File: src/hw/rxgc_map.svh
`ifndef RXGC_MAP_SVH
`define RXGC_MAP_SVH
`define RXGC_IDX_MIN 8'hbb
`define RXGC_IDX_MAX 8'hff
`define RXGC_IDX_RST 8'hff
`define RXGC_ATTACK_STEP 8'h01
`define RXGC_FAST_STEP 8'h04
`define RXGC_RECOV_STEP 8'h01
`define RXGC_FRONT_END_FULL 9'h100
`endif

File: src/hw/rxgc_pkg.sv
`default_nettype none
package rxgc_pkg;
	typedef enum logic [1:0] {
		RXGC_MODE_SELF = 2'h1,
		RXGC_MODE_USER = 2'h2
	} rxgc_mode_t;
	typedef enum logic [1:0] {
		RXGC_ATK_NORMAL = 2'h0,
		RXGC_ATK_FAST = 2'h1,
		RXGC_ATK_FAST_RECOV = 2'h2
	} rxgc_attack_t;
	// one sample of the three detectors
	typedef struct packed {
		logic [15:0] apd_peak;
		logic [15:0] hb_peak;
		logic [15:0] power;
		logic valid;
	} rxgc_det_t;
	// flags on digital general purpose pins
	typedef struct packed {
		logic apd_over;
		logic apd_under;
		logic hb_over;
		logic hb_under;
		logic pwr_over;
		logic pwr_under;
	} rxgc_flags_t;
endpackage
`default_nettype wire

File: src/hw/rxgc_ctrl.sv
// Functional notes
// - In self-directed mode the block steps the gain index itself from detector results.
// - In user-directed mode only the processor's commands or pins change the gain index.
// - In user-directed mode with detectors enabled, detector flags appear on the GPIO pins.
// - A high threshold crossing raises a gain attack that lowers the index.
// - A low threshold result raises a gain recovery that raises the index.
// - A detector flags overload when above a threshold and underload otherwise.
// - Overrange is the OR of the peak-based and power-based conditions.
// - Peak overrange fires when high overloads in a window reach a programmed count.
// - Power overrange fires when measured power is above the high power threshold.
// - Fast attack mode reduces the gain index by a larger step.
// - Fast attack and recovery mode also recovers with a larger step.
// - With compensation on, digital gain equals the front-end attenuation applied.
// - Underrange fires when low-threshold hits in a window stay under a count or power is low, unless overrange fires too.
// - The gain index stays within 187 through 255.
`include "rxgc_map.svh"
`default_nettype none
module rxgc_ctrl #(
	parameter int CNT_W = 8,
	parameter int WIN_W = 16
) (
	input wire logic clk_sys_i, // 10 MHz
	input wire logic rst_n_i, // async reset
	input wire rxgc_pkg::rxgc_mode_t mode_i, // gain mode
	input wire rxgc_pkg::rxgc_attack_t attack_i, // attack option
	input wire logic det_en_i, // detectors enabled
	input wire logic comp_en_i, // gain compensation on
	input wire rxgc_pkg::rxgc_det_t det_i, // detector sample
	input wire logic [15:0] pk_hi_thr_i, // peak high threshold
	input wire logic [15:0] pk_lo_thr_i, // peak low threshold
	input wire logic [15:0] pwr_hi_thr_i, // power high threshold
	input wire logic [15:0] pwr_lo_thr_i, // power low threshold
	input wire logic [CNT_W-1:0] over_cnt_i, // overloads for overrange
	input wire logic [CNT_W-1:0] under_cnt_i, // hits needed to block
	input wire logic [WIN_W-1:0] win_len_i, // window in samples
	input wire logic [7:0] fe_atten_i, // front-end word of index
	input wire logic user_gain_wr_i, // software gain command
	input wire logic [7:0] user_gain_i, // commanded index
	input wire logic gpio_inc_i, // pin gain up (async)
	input wire logic gpio_dec_i, // pin gain down (async)
	output rxgc_pkg::rxgc_flags_t gpio_flags_o, // flags to pins
	output logic overrange_o, // overrange seen
	output logic underrange_o, // underrange seen
	output logic [7:0] gain_idx_o, // gain table index
	output logic [8:0] dig_comp_o // compensation in steps
);
	logic [1:0] inc_sync;
	logic [1:0] dec_sync;
	logic inc_d;
	logic dec_d;
	logic [CNT_W-1:0] over_hits;
	logic [CNT_W-1:0] under_hits;
	logic [WIN_W-1:0] win_cnt;
	logic pk_over_seen;
	logic [7:0] gain_idx;
	logic [7:0] next_gain_idx;
	rxgc_pkg::rxgc_flags_t flags;
	wire self_mode = (mode_i == rxgc_pkg::RXGC_MODE_SELF);
	wire user_mode = (mode_i == rxgc_pkg::RXGC_MODE_USER);
	wire win_end = det_i.valid && (win_cnt >= win_len_i);
	wire apd_over = det_i.apd_peak > pk_hi_thr_i;
	wire hb_over = det_i.hb_peak > pk_hi_thr_i;
	wire apd_lo_hit = det_i.apd_peak > pk_lo_thr_i;
	wire hb_lo_hit = det_i.hb_peak > pk_lo_thr_i;
	wire pwr_over = det_i.power > pwr_hi_thr_i;
	wire pwr_low = !(det_i.power > pwr_lo_thr_i);
	wire hi_hit = det_i.valid && (apd_over || hb_over);
	wire lo_hit = det_i.valid && (apd_lo_hit || hb_lo_hit);
	// count high overloads inside the window
	wire [CNT_W-1:0] over_next = over_hits + CNT_W'(hi_hit);
	wire pk_over = hi_hit && (over_next >= over_cnt_i) && !pk_over_seen;
	// low-threshold hits counted to window end
	wire [CNT_W-1:0] under_next = under_hits + CNT_W'(lo_hit);
	wire pk_under = win_end && (under_next < under_cnt_i);
	wire pwr_ovr = det_i.valid && pwr_over;
	wire ovr = pk_over || pwr_ovr;
	wire unr = pk_under || (det_i.valid && pwr_low);
	// larger attack step in fast modes
	wire [7:0] atk_step = (attack_i == rxgc_pkg::RXGC_ATK_NORMAL) ?
		`RXGC_ATTACK_STEP : `RXGC_FAST_STEP;
	// larger recovery step only in fast attack and recovery
	wire [7:0] rec_step = (attack_i == rxgc_pkg::RXGC_ATK_FAST_RECOV) ?
		`RXGC_FAST_STEP : `RXGC_RECOV_STEP;
	wire [8:0] dn_val = {1'b0, gain_idx} - {1'b0, atk_step};
	wire [8:0] up_val = {1'b0, gain_idx} + {1'b0, rec_step};
	wire [7:0] idx_dn = (dn_val[8] || dn_val[7:0] < `RXGC_IDX_MIN) ?
		`RXGC_IDX_MIN : dn_val[7:0];
	wire [7:0] idx_up = (up_val > {1'b0, `RXGC_IDX_MAX}) ?
		`RXGC_IDX_MAX : up_val[7:0];
	wire [7:0] idx_cmd = (user_gain_i < `RXGC_IDX_MIN) ? `RXGC_IDX_MIN :
		user_gain_i;
	wire pin_up = inc_sync[1] && !inc_d;
	wire pin_dn = dec_sync[1] && !dec_d;
	always_comb begin
		next_gain_idx = gain_idx;
		if (self_mode && det_en_i) begin
			if (ovr) begin
				next_gain_idx = idx_dn;
			end else if (unr) begin
				next_gain_idx = idx_up;
			end
		end else if (user_mode) begin
			// only processor commands or pin steps move the index
			if (user_gain_wr_i) begin
				next_gain_idx = idx_cmd;
			end else if (pin_dn) begin
				next_gain_idx = idx_dn;
			end else if (pin_up) begin
				next_gain_idx = idx_up;
			end
		end
	end
	always_comb begin
		flags = '0;
		// detector indications to pins in user mode
		if (user_mode && det_en_i && det_i.valid) begin
			flags.apd_over = apd_over;
			flags.apd_under = !apd_over;
			flags.hb_over = hb_over;
			flags.hb_under = !hb_over;
			flags.pwr_over = pwr_over;
			flags.pwr_under = !pwr_over;
		end
	end
	always_ff @(posedge clk_sys_i or negedge rst_n_i) begin
		if (!rst_n_i) begin
			inc_sync <= 2'h0;
			dec_sync <= 2'h0;
			inc_d <= 1'b0;
			dec_d <= 1'b0;
		end else begin
			inc_sync <= {inc_sync[0], gpio_inc_i};
			dec_sync <= {dec_sync[0], gpio_dec_i};
			inc_d <= inc_sync[1];
			dec_d <= dec_sync[1];
		end
	end
	always_ff @(posedge clk_sys_i or negedge rst_n_i) begin
		if (!rst_n_i) begin
			win_cnt <= '0;
			over_hits <= '0;
			under_hits <= '0;
			pk_over_seen <= 1'b0;
		end else if (!det_en_i || win_end) begin
			win_cnt <= '0;
			over_hits <= '0;
			under_hits <= '0;
			pk_over_seen <= 1'b0;
		end else if (det_i.valid) begin
			win_cnt <= win_cnt + WIN_W'(1);
			over_hits <= over_next;
			under_hits <= under_next;
			pk_over_seen <= pk_over_seen || pk_over;
		end
	end
	always_ff @(posedge clk_sys_i or negedge rst_n_i) begin
		if (!rst_n_i) begin
			gain_idx <= `RXGC_IDX_RST;
			gpio_flags_o <= '0;
			overrange_o <= 1'b0;
			underrange_o <= 1'b0;
			dig_comp_o <= 9'h000;
		end else begin
			gain_idx <= next_gain_idx;
			gpio_flags_o <= flags;
			overrange_o <= det_en_i && ovr;
			underrange_o <= det_en_i && unr && !ovr;
			dig_comp_o <= comp_en_i ? `RXGC_FRONT_END_FULL -
				{1'b0, 8'hff - fe_atten_i} - 9'h001 : 9'h000;
		end
	end
	assign gain_idx_o = gain_idx;
	a_idx_range: assert property (@(posedge clk_sys_i) disable iff (!rst_n_i)
		gain_idx >= `RXGC_IDX_MIN) else $error("gain index below range");
	a_user_hold: assert property (@(posedge clk_sys_i) disable iff (!rst_n_i)
		user_mode && !user_gain_wr_i && !pin_up && !pin_dn |=>
		$stable(gain_idx)) else $error("gain moved without command");
	a_attack_wins: assert property (@(posedge clk_sys_i) disable iff (!rst_n_i)
		self_mode && det_en_i && ovr && gain_idx > `RXGC_IDX_MIN |=>
		gain_idx < $past(gain_idx)) else $error("attack not taken");
	a_recov_up: assert property (@(posedge clk_sys_i) disable iff (!rst_n_i)
		self_mode && det_en_i && !ovr && unr && gain_idx < `RXGC_IDX_MAX |=>
		gain_idx > $past(gain_idx)) else $error("recovery not taken");
	a_ovr_flag: assert property (@(posedge clk_sys_i) disable iff (!rst_n_i)
		det_en_i && (pwr_ovr || pk_over) |=> overrange_o)
		else $error("overrange missed");
	a_unr_excl: assert property (@(posedge clk_sys_i) disable iff (!rst_n_i)
		!(overrange_o && underrange_o)) else $error("both ranges flagged");
	a_flags_quiet: assert property (@(posedge clk_sys_i) disable iff (!rst_n_i)
		!user_mode ##1 !user_mode |-> gpio_flags_o == '0)
		else $error("flags on pins in self mode");
	a_fast_step: assert property (@(posedge clk_sys_i) disable iff (!rst_n_i)
		self_mode && det_en_i && ovr && attack_i != rxgc_pkg::RXGC_ATK_NORMAL
		&& gain_idx >= 8'hc0 |=> gain_idx == $past(gain_idx) - 8'h04)
		else $error("fast attack step wrong");
	a_recov_fast: assert property (
		@(posedge clk_sys_i) disable iff (!rst_n_i)
		self_mode && det_en_i && !ovr && unr &&
		attack_i == rxgc_pkg::RXGC_ATK_FAST_RECOV && gain_idx <= 8'hfb |=>
		gain_idx == $past(gain_idx) + `RXGC_FAST_STEP)
		else $error("fast recovery step wrong");
	a_under_flag: assert property (
		@(posedge clk_sys_i) disable iff (!rst_n_i)
		det_en_i && unr && !ovr |=> underrange_o)
		else $error("underrange missed");
	// no self step with detectors off
	a_self_hold: assert property (
		@(posedge clk_sys_i) disable iff (!rst_n_i)
		self_mode && !det_en_i |=> $stable(gain_idx))
		else $error("gain moved with detectors off");
	a_comp_match: assert property (
		@(posedge clk_sys_i) disable iff (!rst_n_i)
		comp_en_i |=> dig_comp_o == {1'b0, $past(fe_atten_i)})
		else $error("compensation differs from attenuation");
endmodule
`default_nettype wire

File: config.mk
export PLATFORM = sky130hd
export DESIGN_NAME = rxgc_ctrl
export DESIGN_NICKNAME = d
export VERILOG_FILES = /design/src/hw/rxgc_pkg.sv /design/src/hw/rxgc_ctrl.sv
export VERILOG_INCLUDE_DIRS = /design/src /design/src/hw
export SDC_FILE = /design/constraint.sdc
export NUM_CORES = 1
export LEC_CHECK = 0
export BUFFER_PORTS_ARGS = -buffer_cell sky130_fd_sc_hd__buf_2
export CAP_MARGIN = 20
export CORE_ASPECT_RATIO = 1.5
export CORE_MARGIN = 2
export CORE_UTILIZATION = 25
export CTS_CLUSTER_SIZE = 40
export DETAILED_ROUTE_END_ITERATION = 12
export PLACE_DENSITY = 0.49
export SYNTH_ARGS = -nofsm -noshare
export SYNTH_HDL_FRONTEND = slang
export SYNTH_SLANG_ARGS = --single-unit
export TNS_END_PERCENT = 100
File: constraint.sdc
create_clock -name clk_sys_i -period 6.4 [get_ports clk_sys_i]
set_input_delay 0.64 -clock clk_sys_i [delete_from_list [all_inputs] [get_ports clk_sys_i]]
set_output_delay 0.64 -clock clk_sys_i [all_outputs]
set_load 0.02 [all_outputs]
; ---- After elaboration in Yosys (flattened, before gate mapping)
; Index checks and enable logic that the tools add are counted.
[totals]
out_inout_bits = 25
reg_bits = 64
wordCells = 101
input_bits = 172
[op_classes]
eq_ne = 4
n_addsub = 8
reduce_logical = 37
mux = 22
magnitude_cmp = 12
[op_table]
columns = cell, n
row1 = two-way mux 8 bit, 14
row2 = greater-than comparator 16 bit, 6
row3 = two-way mux 16 bit, 2
row4 = "adder 16 x 1 -> 16 bit, second input constant", 1
row5 = adder 8 x 1 -> 8 bit, 2
row6 = >= comparator 16 bit, 1
row7 = logical AND 1 bit, 16
row8 = "less-than comparator 8 bit, second input constant", 2
row9 = adder 8 x 3 -> 9 bit, 1
row10 = "greater-than comparator 9 x 8 -> 1 bit, second input constant", 1
row11 = logical NOT 1 bit, 9
row12 = two-way mux 9 bit, 1
row13 = subtractor 8 x 3 -> 9 bit, 1
row14 = "subtractor 9 x 1 -> 9 bit, second input constant", 1
row15 = "subtractor 9 x 8 -> 9 bit, first input constant", 1
row16 = >= comparator 8 bit, 1
row17 = less-than comparator 8 bit, 1
row18 = "subtractor 8 bit, first input constant", 1
row19 = logical OR 1 bit, 7
row20 = two-way mux 3 bit, 2
row21 = two-way mux 6 bit, 1
row22 = "== test 2 bit, second input constant", 2
row23 = nonzero test 2 bit, 2
row24 = nonzero test 4 bit, 1
row25 = 5 further kinds, 6

; ---- Logic depth before layout (Yosys ltp)
[logic_depth]
depth_word = 10
ltp_mapped = 25
ltp_nobuf = 24

; ---- Worst setup path before layout
; No wires, ideal clock.
[synth_timing]
path_kind = input to register
startpoint = input pk_lo_thr_i[1]
endpoint = register gain_idx[1] (netlist: gain_idx_o[1])
arrival_ns = 4.409
cell_stages = 24
setup_ns = 0.082
path_buffers = 1
required_ns = 6.318
slack_ns = 1.910
cell_sequence = inv_1 -> ha_1 -> nor2b_1 -> o21a_1 -> o21a_1 -> o21ai_0 -> nand2b_1 -> a21oi_1 -> o21ai_0 -> a21oi_1 -> o22ai_1 -> ha_1 -> ha_1 -> nand3_1 -> nor2_1 -> xor2_1 -> ha_1 -> o211a_1 -> a221oi_1 -> a2111oi_4 -> o32ai_4 -> a31oi_4 -> buf_6 -> o31a_1
[synth_via]
elab_chain_len = 9
elab_cells_between_ends = 10
cone_classes = add/sub (1) / order compare (3) / eq/ne (1) / reduce/logical (5)
[synth_rtl]
columns = element, line_no
row1 = "start, declared", rxgc_ctrl.sv:30  ; input wire logic [15:0] pk_lo_thr_i,
row2 = "greater-than comparator 16 bit, on equally long branches", "rxgc_ctrl.sv:63, rxgc_ctrl.sv:64"
row3 = logical OR 1 bit *, rxgc_ctrl.sv:68  ; wire lo_hit = det_i.valid && (apd_lo_hit || hb_lo_hit);
row4 = logical AND 1 bit *, rxgc_ctrl.sv:68
row5 = adder 8 x 1 -> 8 bit *, rxgc_ctrl.sv:73  ; wire [CNT_W-1:0] under_next = under_hits + CNT_W'(lo_hit);
row6 = less-than comparator 8 bit *, rxgc_ctrl.sv:74  ; wire pk_under = win_end && (under_next < under_cnt_i);
row7 = logical AND 1 bit *, rxgc_ctrl.sv:74
row8 = logical OR 1 bit *, rxgc_ctrl.sv:77  ; wire unr = pk_under || (det_i.valid && pwr_low);
row9 = != test 3 bit (no source line) *, -
row10 = AND reduction 3 bit (no source line) *, -
row11 = "end signal, assigned", rxgc_ctrl.sv:158  ; gain_idx <= `RXGC_IDX_RST;
row12 = "end signal, assigned", rxgc_ctrl.sv:164  ; gain_idx <= next_gain_idx;
row13 = "end, declared", rxgc_ctrl.sv:55  ; logic [7:0] gain_idx;
; Every way passes the cells marked *; elsewhere a longest branch is shown, timed or not.
; A chain may end at the register's enable or synchronous reset.

; ---- Worst setup path in the final report
[layout_timing]
startpoint = input det_i[32] (netlist name)
endpoint = register gain_idx[4] (netlist: gain_idx_o[4])
[layout_via]
elab_chain_len = 10
elab_cells_between_ends = 19
cone_classes = add/sub (2) / order compare (4) / eq/ne (1) / mux (2) / reduce/logical (10)
[layout_rtl]
columns = element, line_no
row1 = "start, declared", rxgc_ctrl.sv:28  ; input wire rxgc_pkg::rxgc_det_t det_i,
row2 = greater-than comparator 16 bit, rxgc_ctrl.sv:62  ; wire hb_over = det_i.hb_peak > pk_hi_thr_i;
row3 = logical OR 1 bit, rxgc_ctrl.sv:67  ; wire hi_hit = det_i.valid && (apd_over || hb_over);
row4 = logical AND 1 bit, rxgc_ctrl.sv:67
row5 = adder 8 x 1 -> 8 bit, rxgc_ctrl.sv:70  ; wire [CNT_W-1:0] over_next = over_hits + CNT_W'(hi_hit);
row6 = >= comparator 8 bit, rxgc_ctrl.sv:71  ; wire pk_over = hi_hit && (over_next >= over_cnt_i) && !pk_over_seen;
row7 = logical AND 1 bit (2 in a row), rxgc_ctrl.sv:71
row8 = logical OR 1 bit, rxgc_ctrl.sv:76  ; wire ovr = pk_over || pwr_ovr;
row9 = != test 3 bit (no source line) or two-way mux 8 bit (tied branches), -
row10 = AND reduction 3 bit (no source line) or two-way mux 8 bit (tied branches), -
; Parallel ways exist; a longest one is shown, timed or not.

==> metrics.txt <==
DIE AREA=0.02769 mm²; CTS clk-pin slew, worst paths=0.06 ns; CORE AREA=0.02585 mm²; nature of the critical path startpoint=input pin; outcome=finished, final reports clean; Clock Skew=0.007940 ns; final setup TNS=0 ns; # port buffers=195; WHS=0.3536 ns; synthesized cell area=0.006588 mm²; hold path endpoint=dec_sync[1]; Antenna Violating Nets Remaining=0; Final Max Slew Viols=0; total iterations of the first detailed-routing run=4; drt first-iter violations=172; WP data arrival=5.33 ns; initial antenna violation count=5; layout cell share with drive strength beyond 1=0.2584; CTS tree=built; Area Overhead vs Synth=25.07%; critical path fanouts, max=13; routed wire length=20,100 µm; syn nets=1,067; worst endpoint required time=6.66 ns; Total GRT Usage=0.1470; Seq/Total Area, Yosys=0.2408; Max-cap violations=0; most frequent cells in the layout=buf_2 (195), ha_1 (138), inv_1 (102); cell mode on critical path=ha_1; Worst-Skew Late Latency=0.33 ns; Max rail drop VDD=0.0001027 V; Worst R2R Setup Slack=2.91 ns; Util after Layout=0.3187; # Post-CTS Setup Buffers=0; hold-fix buffers at CTS=0; Mapped Avg Cell Area=8.702 µm²; reg2reg start=under_hits[0]; pre-CTS setup slack=1.015 ns; Vias/cell=4.682; R2R depth=12; clk buf depth=2; Initial Util=0.2548; number of cells on the critical path=20; Syn. warnings=0; Tightest Hold Check Type=reg2reg; Inst Count DP=1,272; Slew headroom=0.4279; RSZ-0062 raised after global routing=no; most common cell after layout, fill and taps aside=buf_2; crit-path cells=buf_2 > ha_1 > nand4_1 > nor2_1 > a21oi_1 > o211ai_1 > a41oi_1 > o22ai_1 > ha_1 > ha_1 > nand3_1 > nor2_1 > xor2_1 > ha_1 > o211a_1 > a221oi_1 > a2111oi_4 > o32ai_4 > a31oi_4 > o32a_1; die width=136.5 µm; Yosys reg bits=63; Ports=197; CTS Root Cell=clkbuf_16; period utilisation layout=0.7920; Power Density=183.8 mW/mm²; largest net degree at the start of global routing=64; Post-Syn Instances=757; P_leak=4.368 nW; DRC violations left=0; Nets=1,261; reg2reg end=gain_idx_o[4]; Non-Filler Instances=1,292; final setup vio count=0; Buf/Inv on CP=1; number of global-route vias before repair=6,359; Rows=72; Critical-path top delay cell=a221oi_1; min-delay src=dec_sync[0]; Fin. Hold Viols=0; crit path kind=in2reg; clk sink count=63; GP Congestion=0.8775; post-DP HPWL=17,110 µm; DR vias=6,049; crit-path max cell delay=0.73 ns; grt ovf=0; # resized after CTS=0; Post-synth top flop=dfrtp_1; Num CTS Buffers=9; first-pass GRT wire length=31,570 µm; Chip Height=202.8 µm; critical path's top delay family=compound AO/OA/AOI/OAI gates; H-tree depth=3; fmax=197.3 MHz; Tmin final=5.069 ns; Unique masters post-synth=77; endpoint type of the worst setup path=flop; Filler Cell Count=2,770; Worst Max-Slew Pin Slew=0.8582 ns; WHS Path Cells=0; Synth async-reset ratio=1.000; wire length per cell=15.55 µm; EDFF count, synth=0; Final WS setup=1.331 ns
flip-flops by register name, summed over array words and instances (netlist names):
| name | count |
|---|---|
| dec_sync | 2 |
| dig_comp_o | 8 |
| underrange_o | 1 |
| win_cnt | 16 |
| gain_idx_o | 8 |
| over_hits | 8 |
| pk_over_seen | 1 |
| under_hits | 8 |
| gpio_flags_o | 6 |
| inc_sync | 2 |
| overrange_o | 1 |
| inc_d | 1 |
| dec_d | 1 |
cells in the mapped netlist, types with 3 or more instances:
cell type | count | area share
ha_1 | 138 | 0.26
inv_1 | 102 | 0.058
xnor2_1 | 16 | 0.021
nand4_1 | 24 | 0.023
o21a_1 | 7 | 0.0080
or4_1 | 3 | 0.0034
a21o_1 | 10 | 0.011
dfstp_2 | 8 | 0.032
a22o_1 | 12 | 0.016
and2_1 | 13 | 0.012
a211oi_1 | 4 | 0.0046
nor3b_1 | 3 | 0.0034
a21boi_0 | 4 | 0.0046
nor2b_1 | 22 | 0.021
dfrtp_1 | 55 | 0.21
a31oi_1 | 8 | 0.0076
a21oi_1 | 47 | 0.036
nand2b_1 | 11 | 0.010
nand3_1 | 25 | 0.019
o211ai_1 | 3 | 0.0034
nor2_1 | 47 | 0.027
a2111oi_0 | 3 | 0.0040
o21ai_0 | 39 | 0.030
clkbuf_1 | 9 | 0.0051
and3_1 | 7 | 0.0066
nor3_1 | 7 | 0.0053
xor2_1 | 18 | 0.024
nand2_1 | 47 | 0.027
final cells by class:
class	instances	area [µm²]	area share
Timing Repair Buffer	198	998.5	0.1212
Sequential cell	63	1587	0.1926
Tap cell	333	416.7	0.05057
Antenna cell	3	7.507	0.0009112
Clock buffer	11	252.7	0.03068
Inverter	102	382.9	0.04647
Clock inverter	5	56.30	0.006834
Multi-Input combinational cell	577	4538	0.5508
metal layers:
metal	GRT usage	wire length, µm	part of all wire
met1	0.1588	7791	0.39
met2	0.2718	10400	0.52
met3	0.03021	1211	0.060
met4	0.06213	662	0.033
met5	0	29	0.0014
kinds of logic (layout without fill, tap and decap cells):
group | after synthesis | count (layout) | share of synthesized area
AOI/OAI and AO/OA | 175 | 175 | 0.1934
xor gates and xnor gates | 34 | 34 | 0.04520
adders and majority gates | 138 | 138 | 0.2621
buffers and inverters | 117 | 316 | 0.07027
DFF | 63 | 63 | 0.2408
muxes | 2 | 2 | 0.003229
other | 1 | 4 | 0.0005693
and+or+nand+nor | 227 | 227 | 0.1844
power by group:
part | switching, mW | leakage [nW] | total, mW | internal, mW
registers | 0.0494 | 0.826 | 0.487 | 0.438
clock network | 0.185 | 0.152 | 0.507 | 0.322
logic | 0.290 | 3.39 | 0.520 | 0.230
how the worst max path moves through the flow:
| stage | to | slack (ns) | start |
|---|---|---|---|
| 3_3_place_gp | gain_idx_o[5] | 1.00 | det_i[32] |
| 2_1_floorplan | gain_idx_o[1] | 1.91 | pk_lo_thr_i[1] |
| 6_report | gain_idx_o[4] | 1.33 | det_i[32] |
| 3_5_place_dp | gain_idx_o[4] | 1.02 | det_i[32] |
| 5_1_grt | gain_idx_o[5] | 1.07 | pk_lo_thr_i[1] |
| 4_1_cts | gain_idx_o[4] | 1.37 | det_i[32] |
metrics by stage:
| step | total power, mW | area, µm² |
|---|---|---|
| 2_1_floorplan | 0.8271 | 6588 |
| 3_3_place_gp | 1.015 | 7915 |
| 3_5_place_dp | 1.018 | 7915 |
| 4_1_cts | 1.542 | 8224 |
| 5_1_grt | 1.624 | 8234 |
| 6_report | 1.514 | 8239 |
No activity file was read; power rests on OpenSTA's default activity.
